`src/logic/pa_boost_pkg.sv`:
```
package pa_boost_pkg;
    // link register port geometry
    localparam int ADDR_W = 9;
    localparam int DATA_W = 8;

    // device register offsets and reset values
    localparam logic [8:0] STATE_VOLTAGE_OFS = 9'h03B;
    localparam logic [8:0] DISCHARGE_OFS = 9'h1C7;
    localparam logic [7:0] STATE_VOLTAGE_RST = 8'h24;
    localparam logic [7:0] DISCHARGE_RST = 8'h01;

    // field positions of the state and voltage register and the discharge register
    localparam int STATE_LSB = 0;
    localparam int STBY_LSB = 3;
    localparam int SEL_LSB = 6;
    localparam int STBY_COPY_BIT = 5;   // codes 4..7 are copied
    localparam int DIS_BIT = 0;

    // state and voltage codes
    localparam logic [2:0] STATE_OFF = 3'h4;
    localparam logic [2:0] STATE_ON = 3'h7;
    localparam logic [1:0] SEL_4V2 = 2'h0;
    localparam logic [1:0] SEL_5V0 = 2'h2;

    // soft start blanking time
    localparam int CLK_MHZ = 100;
    localparam int SOFTSTART_US = 4000;
    localparam int SOFTSTART_CYC_DEF = SOFTSTART_US * CLK_MHZ;
    localparam int SS_W = 20;

    // analog comparator input index
    localparam int CMP_UV = 0;
    localparam int CMP_OC = 1;
    localparam int CMP_SC = 2;
    localparam int CMP_OV = 3;
    localparam int CMP_N = 4;

    // host controller wishbone map
    localparam logic [7:0] HC_CMD_OFS = 8'h00;
    localparam logic [7:0] HC_STAT_OFS = 8'h04;
    localparam logic [7:0] HC_IRQ_STAT_OFS = 8'h08;
    localparam logic [7:0] HC_IRQ_MASK_OFS = 8'h0C;
    localparam logic [7:0] HC_STBY_OFS = 8'h10;
    localparam int CMD_ADDR_LSB = 0;
    localparam int CMD_DATA_LSB = 16;
    localparam int CMD_WE_BIT = 24;
    localparam int CMD_GO_BIT = 31;
    localparam int STAT_RDATA_LSB = 8;
    localparam int IRQ_N = 3;
    localparam int IRQ_DONE = 0;
    localparam int IRQ_FAULT_SET = 1;
    localparam int IRQ_FAULT_CLR = 2;
endpackage

```
`src/logic/pa_link_if.sv`:
```
`timescale 1ns/1ps
interface pa_link_if;
    import pa_boost_pkg::*;
    logic req;
    logic we;
    logic [ADDR_W-1:0] addr;
    logic [DATA_W-1:0] wdata;
    logic [DATA_W-1:0] rdata;
    logic ack;
    logic pa_boost_fault_flag;
    logic standby_exit_pin;

    modport dev (
        input req, we, addr, wdata, standby_exit_pin,
        output rdata, ack, pa_boost_fault_flag
    );
    modport host (
        output req, we, addr, wdata, standby_exit_pin,
        input rdata, ack, pa_boost_fault_flag
    );
endinterface

```
`src/logic/pa_boost_supervisor.sv`:
```
`timescale 1ns/1ps
module pa_boost_supervisor
    import pa_boost_pkg::*;
#(
    parameter int SOFTSTART_CYCLES = SOFTSTART_CYC_DEF
) (
    input wire logic clk_i,
    input wire logic rst_i,
    input wire logic ce_i,
    pa_link_if.dev link,
    input wire logic uv_low_i,
    input wire logic oc_i,
    input wire logic sc_i,
    input wire logic ov_i,
    output logic pa_boost_regulator_en_o,
    output logic uv_comp_en_o,
    output logic switch_block_o,
    output logic isolation_switch_en_o,
    output logic discharge_en_o,
    output logic vsel_5v0_o,
    output logic soft_start_o
);
    logic [CMP_N-1:0] cmp_raw;
    logic [CMP_N-1:0] s1_q;
    logic [CMP_N-1:0] s2_q;
    logic [CMP_N-1:0] s3_q;
    logic [CMP_N-1:0] flt_q;
    logic [DATA_W-1:0] ctrl_q;
    logic [DATA_W-1:0] ctrl_d;
    logic [DATA_W-1:0] dis_q;
    logic [DATA_W-1:0] rdata_q;
    logic ack_q;
    logic stby_q;
    logic sc_q;
    logic ov_q;
    logic fault_q;
    logic [SS_W-1:0] ss_cnt_q;
    // link decode: a held request is taken once, masked while ack stands
    wire access = link.req & ~ack_q;
    wire wr_ctrl = access & link.we & (link.addr == STATE_VOLTAGE_OFS);
    wire wr_dis = access & link.we & (link.addr == DISCHARGE_OFS);
    // standby exit acts on the rising edge, codes 0 to 3 never copied
    wire stby_rise = link.standby_exit_pin & ~stby_q;
    wire [2:0] stby_field = ctrl_q[STBY_LSB +: 3];
    wire stby_copy = stby_rise & stby_field[STBY_COPY_BIT - STBY_LSB];
    wire [2:0] state_d = ctrl_d[STATE_LSB +: 3];
    wire [2:0] state_q = ctrl_q[STATE_LSB +: 3];
    // a set latch keeps the regulator off until the next re-enable
    wire reenable = (wr_ctrl | stby_copy) & (state_d == STATE_ON);
    wire on_cmd = (state_q == STATE_ON);
    wire on_eff = on_cmd & ~sc_q & ~ov_q;
    wire ss_done = (ss_cnt_q == SS_W'(SOFTSTART_CYCLES));
    // fault causes, short only seen once soft start is over
    wire uv_flt = flt_q[CMP_UV];
    wire oc_flt = flt_q[CMP_OC];
    wire sc_set = on_eff & ss_done & flt_q[CMP_SC];
    wire ov_set = on_eff & flt_q[CMP_OV];
    wire [1:0] sel = ctrl_q[SEL_LSB +: 2];
    // readback of the two device registers, other addresses give zero
    wire [DATA_W-1:0] rd_mux =
        (link.addr == STATE_VOLTAGE_OFS) ? ctrl_q :
        (link.addr == DISCHARGE_OFS) ? dis_q : '0;
    wire fault_d = (on_eff & (uv_flt | oc_flt)) | sc_q | ov_q;

    assign cmp_raw = {ov_i, sc_i, oc_i, uv_low_i};

    // comparator pins pass three flops, change taken when two agree
    genvar gi;
    generate
        for (gi = 0; gi < CMP_N; gi++) begin : g_sync
            always_ff @(posedge clk_i) begin
                if (rst_i) begin
                    s1_q[gi] <= 1'b0;
                    s2_q[gi] <= 1'b0;
                    s3_q[gi] <= 1'b0;
                    flt_q[gi] <= 1'b0;
                end else if (ce_i) begin
                    s1_q[gi] <= cmp_raw[gi];
                    s2_q[gi] <= s1_q[gi];
                    s3_q[gi] <= s2_q[gi];
                    if (s2_q[gi] == s3_q[gi]) begin
                        flt_q[gi] <= s3_q[gi];
                    end
                end
            end
        end
    endgenerate

    // next control value: host write first, then standby copy
    always_comb begin
        ctrl_d = ctrl_q;
        if (wr_ctrl) begin
            ctrl_d = link.wdata;
        end else if (stby_copy) begin
            ctrl_d[STATE_LSB +: 3] = stby_field;
        end
    end

    // register port, answer one cycle after the request
    always_ff @(posedge clk_i) begin
        if (rst_i) begin
            ctrl_q <= STATE_VOLTAGE_RST;
            dis_q <= DISCHARGE_RST;
            ack_q <= 1'b0;
            rdata_q <= '0;
            stby_q <= 1'b0;
        end else if (ce_i) begin
            ctrl_q <= ctrl_d;
            stby_q <= link.standby_exit_pin;
            ack_q <= access;
            if (access & ~link.we) begin
                rdata_q <= rd_mux;
            end
            if (wr_dis) begin
                dis_q <= {7'h00, link.wdata[DIS_BIT]};
            end
        end
    end

    // fault latches: a new fault wins over the re-enable
    always_ff @(posedge clk_i) begin
        if (rst_i) begin
            sc_q <= 1'b0;
            ov_q <= 1'b0;
        end else if (ce_i) begin
            if (sc_set) begin
                sc_q <= 1'b1;
            end else if (reenable) begin
                sc_q <= 1'b0;
            end
            if (ov_set) begin
                ov_q <= 1'b1;
            end else if (reenable) begin
                ov_q <= 1'b0;
            end
        end
    end

    // soft start timer restarts whenever the regulator is off
    always_ff @(posedge clk_i) begin
        if (rst_i) begin
            ss_cnt_q <= '0;
        end else if (ce_i) begin
            if (!on_eff || reenable) begin
                ss_cnt_q <= '0;
            end else if (!ss_done) begin
                ss_cnt_q <= ss_cnt_q + 1'b1;
            end
        end
    end

    // fault flag towards the host
    always_ff @(posedge clk_i) begin
        if (rst_i) begin
            fault_q <= 1'b0;
        end else if (ce_i) begin
            fault_q <= fault_d;
        end
    end

    // link answers, all straight from flops
    assign link.ack = ack_q;
    assign link.rdata = rdata_q;
    assign link.pa_boost_fault_flag = fault_q;

    // analog control outputs
    assign pa_boost_regulator_en_o = on_eff;
    assign uv_comp_en_o = on_eff;
    assign switch_block_o = on_eff & oc_flt;
    assign isolation_switch_en_o = on_eff;
    // discharge only when enabled and off
    assign discharge_en_o = ~dis_q[DIS_BIT] & ~on_eff;
    assign vsel_5v0_o = (sel == SEL_5V0);
    assign soft_start_o = on_eff & ~ss_done;
endmodule

```
`src/flat_wrapper.sv`:
```
// flat-port wrapper written by rule: the top's interface ports become plain ports
module pa_boost_supervisor_flat import pa_boost_pkg::*;
#(
    parameter int SOFTSTART_CYCLES = SOFTSTART_CYC_DEF
)
  (clk_i, rst_i, ce_i, uv_low_i, oc_i, sc_i, ov_i, pa_boost_regulator_en_o, uv_comp_en_o, switch_block_o, isolation_switch_en_o, discharge_en_o, vsel_5v0_o, soft_start_o, link_req, link_we, link_addr, link_wdata, link_standby_exit_pin, link_rdata, link_ack, link_pa_boost_fault_flag);
  pa_link_if link_i ();
  input wire logic clk_i;
  input wire logic rst_i;
  input wire logic ce_i;
  input wire logic uv_low_i;
  input wire logic oc_i;
  input wire logic sc_i;
  input wire logic ov_i;
  output logic pa_boost_regulator_en_o;
  output logic uv_comp_en_o;
  output logic switch_block_o;
  output logic isolation_switch_en_o;
  output logic discharge_en_o;
  output logic vsel_5v0_o;
  output logic soft_start_o;
  input wire logic [$bits(link_i.req)-1:0] link_req;
  input wire logic [$bits(link_i.we)-1:0] link_we;
  input wire logic [$bits(link_i.addr)-1:0] link_addr;
  input wire logic [$bits(link_i.wdata)-1:0] link_wdata;
  input wire logic [$bits(link_i.standby_exit_pin)-1:0] link_standby_exit_pin;
  output wire logic [$bits(link_i.rdata)-1:0] link_rdata;
  output wire logic [$bits(link_i.ack)-1:0] link_ack;
  output wire logic [$bits(link_i.pa_boost_fault_flag)-1:0] link_pa_boost_fault_flag;
  assign link_i.req = link_req;
  assign link_i.we = link_we;
  assign link_i.addr = link_addr;
  assign link_i.wdata = link_wdata;
  assign link_i.standby_exit_pin = link_standby_exit_pin;
  assign link_rdata = link_i.rdata;
  assign link_ack = link_i.ack;
  assign link_pa_boost_fault_flag = link_i.pa_boost_fault_flag;
  pa_boost_supervisor #(.SOFTSTART_CYCLES(SOFTSTART_CYCLES)) u_core (.clk_i(clk_i), .rst_i(rst_i), .ce_i(ce_i), .link(link_i), .uv_low_i(uv_low_i), .oc_i(oc_i), .sc_i(sc_i), .ov_i(ov_i), .pa_boost_regulator_en_o(pa_boost_regulator_en_o), .uv_comp_en_o(uv_comp_en_o), .switch_block_o(switch_block_o), .isolation_switch_en_o(isolation_switch_en_o), .discharge_en_o(discharge_en_o), .vsel_5v0_o(vsel_5v0_o), .soft_start_o(soft_start_o));
endmodule
```
`config.mk`:
```
export PLATFORM = sky130hd
export DESIGN_NAME = pa_boost_supervisor_flat
export DESIGN_NICKNAME = d
export VERILOG_FILES = /design/src/logic/pa_boost_pkg.sv /design/src/logic/pa_link_if.sv /design/src/logic/pa_boost_supervisor.sv /design/src/flat_wrapper.sv
export SDC_FILE = /design/constraint.sdc
export NUM_CORES = 1
export LEC_CHECK = 0
export BUFFER_PORTS_ARGS = -buffer_cell sky130_fd_sc_hd__buf_2
export CAP_MARGIN = 25
export CORE_MARGIN = 5
export CORE_UTILIZATION = 35
export DETAILED_ROUTE_END_ITERATION = 8
export MAX_ROUTING_LAYER = met4
export SYNTH_ARGS = -nofsm -noshare
export SYNTH_HDL_FRONTEND = slang
export SYNTH_SLANG_ARGS = --single-unit
```
`constraint.sdc`:
```
create_clock -name clk_i -period 5.9 [get_ports clk_i]
set_clock_uncertainty 0.1 [all_clocks]
set_input_delay 0.295 -clock clk_i [delete_from_list [all_inputs] [get_ports clk_i]]
set_output_delay 0.295 -clock clk_i [all_outputs]
set_load 0.02 [all_outputs]
```
# After elaboration in Yosys (flattened, before gate mapping)
# Index checks and enable logic that the tools add are counted.
# Widths: inputs -> output; s select.
word_totals:
  ff_bits: 58
  out_inout_bits: 17
  wordCells: 90
op_classes:
  addsub: 1
  n_eq_ne: 11
  mux: 9
  bitwise: 29
  n_reduce_logical: 14
op_table:
  columns: ["operator", "count"]
  rows:
  - ["$mux 20", 2]
  - ["$add 20x1->20 const B", 1]
  - ["$eq 20x19->1 const B", 1]
  - ["$reduce_and 2->1", 10]
  - ["$and 1x1->1", 17]
  - ["$eq 9x6->1 const B", 1]
  - ["$eq 9x9->1 const B", 1]
  - ["$mux 8", 1]
  - ["$not 1->1", 8]
  - ["$eq 3x3->1 const B", 2]
  - ["$mux 3", 2]
  - ["$eq 1x1->1", 4]
  - ["$mux 1", 4]
  - ["$or 1x1->1", 4]
  - ["$reduce_bool 2->1", 2]
  - ["$eq 2x2->1 const B", 1]
  - ["$ne 2x2->1 const B", 1]
  - ["$logic_not 1->1", 1]
  - ["$logic_or 1x1->1", 1]

# Depth between registers and ports, before layout
logic_depth:
  word_depth: 10
  ltp_mapped: 9
  mapped_depth_nobuf: 8

# Least setup slack after synthesis
# Ideal clock, no wire load.
synth_path:
  path_type: "input to register"
  startpoint: "input port link_addr[2]"
  endpoint: "register u_core.ss_cnt_q[6]"
  t_arrival_ps: 2640
  setup_slack_ps: 3036
  path_stages: 7
  n_path_buf: 1
  path_cell_list: "or4_4 nor4_1 mux2i_1 o22ai_1 clkbuf_1 o21ai_0 o31ai_1"
synth_between:
  elab_chain_cells: 8
  word_cells_on_any_way: 10
  cone_classes: "3 x eq/ne; 2 x mux; 3 x bitwise; 2 x reduce/logical"
synth_rtl:
  columns: ["item", "line_no", "text"]
  rows:
  - ["start, declared", "flat_wrapper.sv:24", "input wire logic [$bits(link_i.addr)-1:0] link_addr;"]
  - ["$eq 9x6->1 (*)", "pa_boost_supervisor.sv:40", "wire wr_ctrl = access & link.we & (link.addr == STATE_VOLTAGE_OFS);"]
  - ["$and 1x1->1 (*)", "pa_boost_supervisor.sv:40", null]
  - ["$mux 3", "pa_boost_supervisor.sv:92", "if (wr_ctrl) begin"]
  - ["$eq 3x3->1", "pa_boost_supervisor.sv:49", "wire reenable = (wr_ctrl | stby_copy) & (state_d == STATE_ON);"]
  - ["$and 1x1->1 (*)", "pa_boost_supervisor.sv:49", null]
  - ["$logic_or 1x1->1 (*)", "pa_boost_supervisor.sv:144", "if (!on_eff || reenable) begin"]
  - ["$ne 2x2->1 (no line)", null, null]
  - ["$reduce_and 2->1 (no line)", null, null]
  - ["end signal, assigned", "pa_boost_supervisor.sv:147", "ss_cnt_q <= ss_cnt_q + 1'b1;"]
  - ["end, declared", "pa_boost_supervisor.sv:37", "logic [SS_W-1:0] ss_cnt_q;"]
# Mark *: on every way between the ends. The rest lies on a longest branch, timed or not.
# A chain may end at the register's enable or synchronous reset.

# Worst setup path after layout
# Ends and elaborated chain as after synthesis.

==> flow_summary_export.csv <==
group,metric,value,unit
placed_design,dp_hpwl,4.61,mm
drt,top_layer,"met4",
timing,setup_viol,0,
run_status,status,"completed",
setup_path,endpoint_kind,"register",
logic_synthesis,async_reset_ff_share,0,%
cells_and_area,diodes,0,
floorplanning,io_pins,44,
floorplanning,die_x,98.1,um
setup_path,cp_max_fo,14,
setup_path,worstPathRequired,6.00,ns
global_routing,grt.overflow.total,0,
min_path,hold-path-cell-count,3,
timing,tightest_slew,1.06,ns
cts,tritoncts,"yes",
setup_path,cp.arrival,3.46,ns
global_routing,grt_pass1_vias,2433,
cells_and_area,nFillCells,784,
timing,tns,0,ns
logic_synthesis,synth_area_leaders,"dfxtp_1 (43%), mux2i_1 (7.4%), nand2_1 (5.1%)",
setup_path,path_cells,"buf_2 -> or4_4 -> nor4_1 -> mux2i_1 -> o22ai_1 -> o21ai_0 -> o31ai_1",
placed_design,place_congestion,0.843,
min_path,hold_class,"in2reg",
setup_path,cp_slowest_cell,"mux2i_1",
power,cellPowerDensity,254,nW/um^2
cts,post_cts_resized,0,
drt,dr_wl_met3,266,um
logic_synthesis,ys_warn_count,0,
global_routing,grt_pass1_wl,11.2,mm
logic_synthesis,netlist_area,2720,sq um
floorplanning,start_util,35.5,%
power,peakVddDrop,132,uV
drt,viasPerCell,5.24,
power,power.leakage,1.26,nW
floorplanning,die_h,98.1,um
logic_synthesis,seq_area_frac_synth,42.7,%
setup_path,regToRegStartpoint,"u_core.link.ack",
global_routing,grt_max_degree,50,
power,power,0.808,mW
logic_synthesis,synth_top_area_share,42.7,%
timing,hold_viol_final,0,
logic_synthesis,post-synth-top-count-cell,"dfxtp_1",
drt,dr_wl_met2,2.99,mm
timing,rsz0062_at_grt,"no",
timing,final_max_slew_viol_count,0,
cells_and_area,area_growth,16.9,%
placed_design,dp_slack,2.22,ns
drt,wire_per_inst,13.8,um
timing,finalCritPeriodShare,57.0,%
logic_synthesis,synth-main-ff-cell,"dfxtp_1",
cts,cts_num_sinks,58,
min_path,hold-path-endpoint,"u_core.ctrl_q[5]",
logic_synthesis,ys_ff_latch,58,
cells_and_area,drive_above_1_share,17.5,%
cts,holdBufCountCts,0,
logic_synthesis,yosysUniqueCellTypes,44,
floorplanning,rows,32,
drt,drt.antenna.violating_nets,0,
drt,drt_wl_total,6.53,mm
timing,worst_slack,2.54,ns
logic_synthesis,syn_nets,360,
placed_design,io_buffer_count,43,
flow_run,max_cap_violations,0,
logic_synthesis,yosysTopAreaCell,"dfxtp_1",
global_routing,antenna_found_initial,0,
cts,clock_latency,0.33,ns
cts,clk_pin_slew,0.06,ns
drt,routed-via-count,2485,
cells_and_area,layout.nets,398,
drt,drt_first_pass_iters,5,
floorplanning,dieArea,9630,sq um
setup_path,cp-start-kind,"input pin",
logic_synthesis,syn-instance-count,331,
cts,cts_max_level,3,
placed_design,place_area,2990,sq um
global_routing,grt_usage,14.5,%
min_path,min_from,"link_wdata[5]",
timing,fmaxAchievable,0.298,GHz
setup_path,max_stage_delay,0.80,ns
logic_synthesis,synth_edf_count,0,
logic_synthesis,synth_common_cells,"dfxtp_1 (58), nand2_1 (37), nor2_1 (31)",
drt,routedLengthMet1,3.20,mm
drt,drtIter0Drc,151,
logic_synthesis,synth_area_per_cell,8.21,sq um
cts,cts_buffer_depth,2,
cts,cts_buffers,9,
floorplanning,core,7650,sq um
drt,drc_errors,0,
cts,post_cts_buffers,0,
timing,relSlewSlack,28.7,%
cells_and_area,fin_area,3180,sq um
cts,cts-root-buf,"clkbuf_8",
timing,fin_crit,3.36,ns
setup_path,ff2ff_path_depth,6,
setup_path,timing.rr.end,"u_core.ss_cnt_q[6]",
setup_path,path_class,"in2reg",
setup_path,rrSetupSlack,2.69,ns
-- layer usage --
layer	global-route usage [%]	up-vias
met2	22.6	54
met1	18.5	1164
met5	-	-
met4	5.75	0
li1	-	1258
met3	2.93	9
-- final cells by class --
cell class / instances / area, sq um / area share (%)
timing repair buffer: 43 / 215 / 6.77
sequential: 58 / 1160 / 36.5
clock inverter: 3 / 40.0 / 1.26
tap: 102 / 128 / 4.02
inverter: 10 / 37.5 / 1.18
multi-input combinational: 247 / 1440 / 45.5
clock buffer: 11 / 151 / 4.77
-- per-stage QoR --
step,util (%),cells,hold WS [ns]
after floorplan,-,331,0.319
after global placement,39.0,460,0.340
after detailed placement,39.0,460,0.343
after CTS,41.5,474,0.0696
after global routing,41.5,474,0.0869
final,41.5,474,0.0811
-- cell families (layout without fill, tap and decap cells) --
kind of cell    after synthesis  after routing  share of synthesized area (%)
mux                          22             22                           8.33
compound gates               72             72                           15.5
buf+inv                      26             67                           4.14
fa+ha+maj                     2              2                          0.921
simple gates                151            151                           28.4
flops                        58             58                           42.7
-- critical path, delay by kind of cell --
family                 cells  cell delay (ns)
and+or+nand+nor            2             1.22
AOI/OAI and AO/OA          3             1.03
muxes                      1             0.80
buffers and inverters      1             0.10
-- power by group --
group	switching [mW]	total, mW	internal, mW
Clock	0.149	0.361	0.212
Combinational	0.0292	0.0470	0.0178
Sequential	0.00330	0.400	0.397
-- flip-flops by register name, summed over array words and instances (netlist names) --
signal,flops
u_core.link.rdata,8
u_core.ctrl_q,8
u_core.s2_q,4
u_core.oc_flt,1
u_core.dis_q,1
u_core.sc_q,1
u_core.ov_q,1
u_core.link.pa_boost_fault_flag,1
u_core.uv_flt,1
u_core.link.ack,1
u_core.ss_cnt_q,20
u_core.s3_q,4
u_core.stby_q,1
u_core.s1_q,4
u_core.flt_q,2
-- layout by cell type, fill, tap and decap left out, types with 5 or more instances in the layout --
cell type / n
dfxtp_1: 58
buf_2: 43
nand2_1: 37
nor2_1: 31
a21oi_1: 25
o21ai_0: 25
mux2i_1: 20
nand3_1: 19
nor3_1: 13
or3_1: 12
clkbuf_8: 11
inv_1: 9
nand4_1: 8
a21o_1: 6
and3_1: 5
-- worst max-delay path by stage --
stage	from	endpoint	slack, ns
floorplan	link_addr[2]	u_core.ss_cnt_q[6]	3.04
global route	link_addr[2]	u_core.ss_cnt_q[3]	2.36
global placement	link_addr[2]	u_core.ss_cnt_q[4]	2.36
detailed placement	link_addr[2]	u_core.ss_cnt_q[4]	2.22
CTS	link_addr[2]	u_core.ss_cnt_q[4]	2.58
finish	link_addr[2]	u_core.ss_cnt_q[6]	2.54
Power figures use the tool's default switching activity.
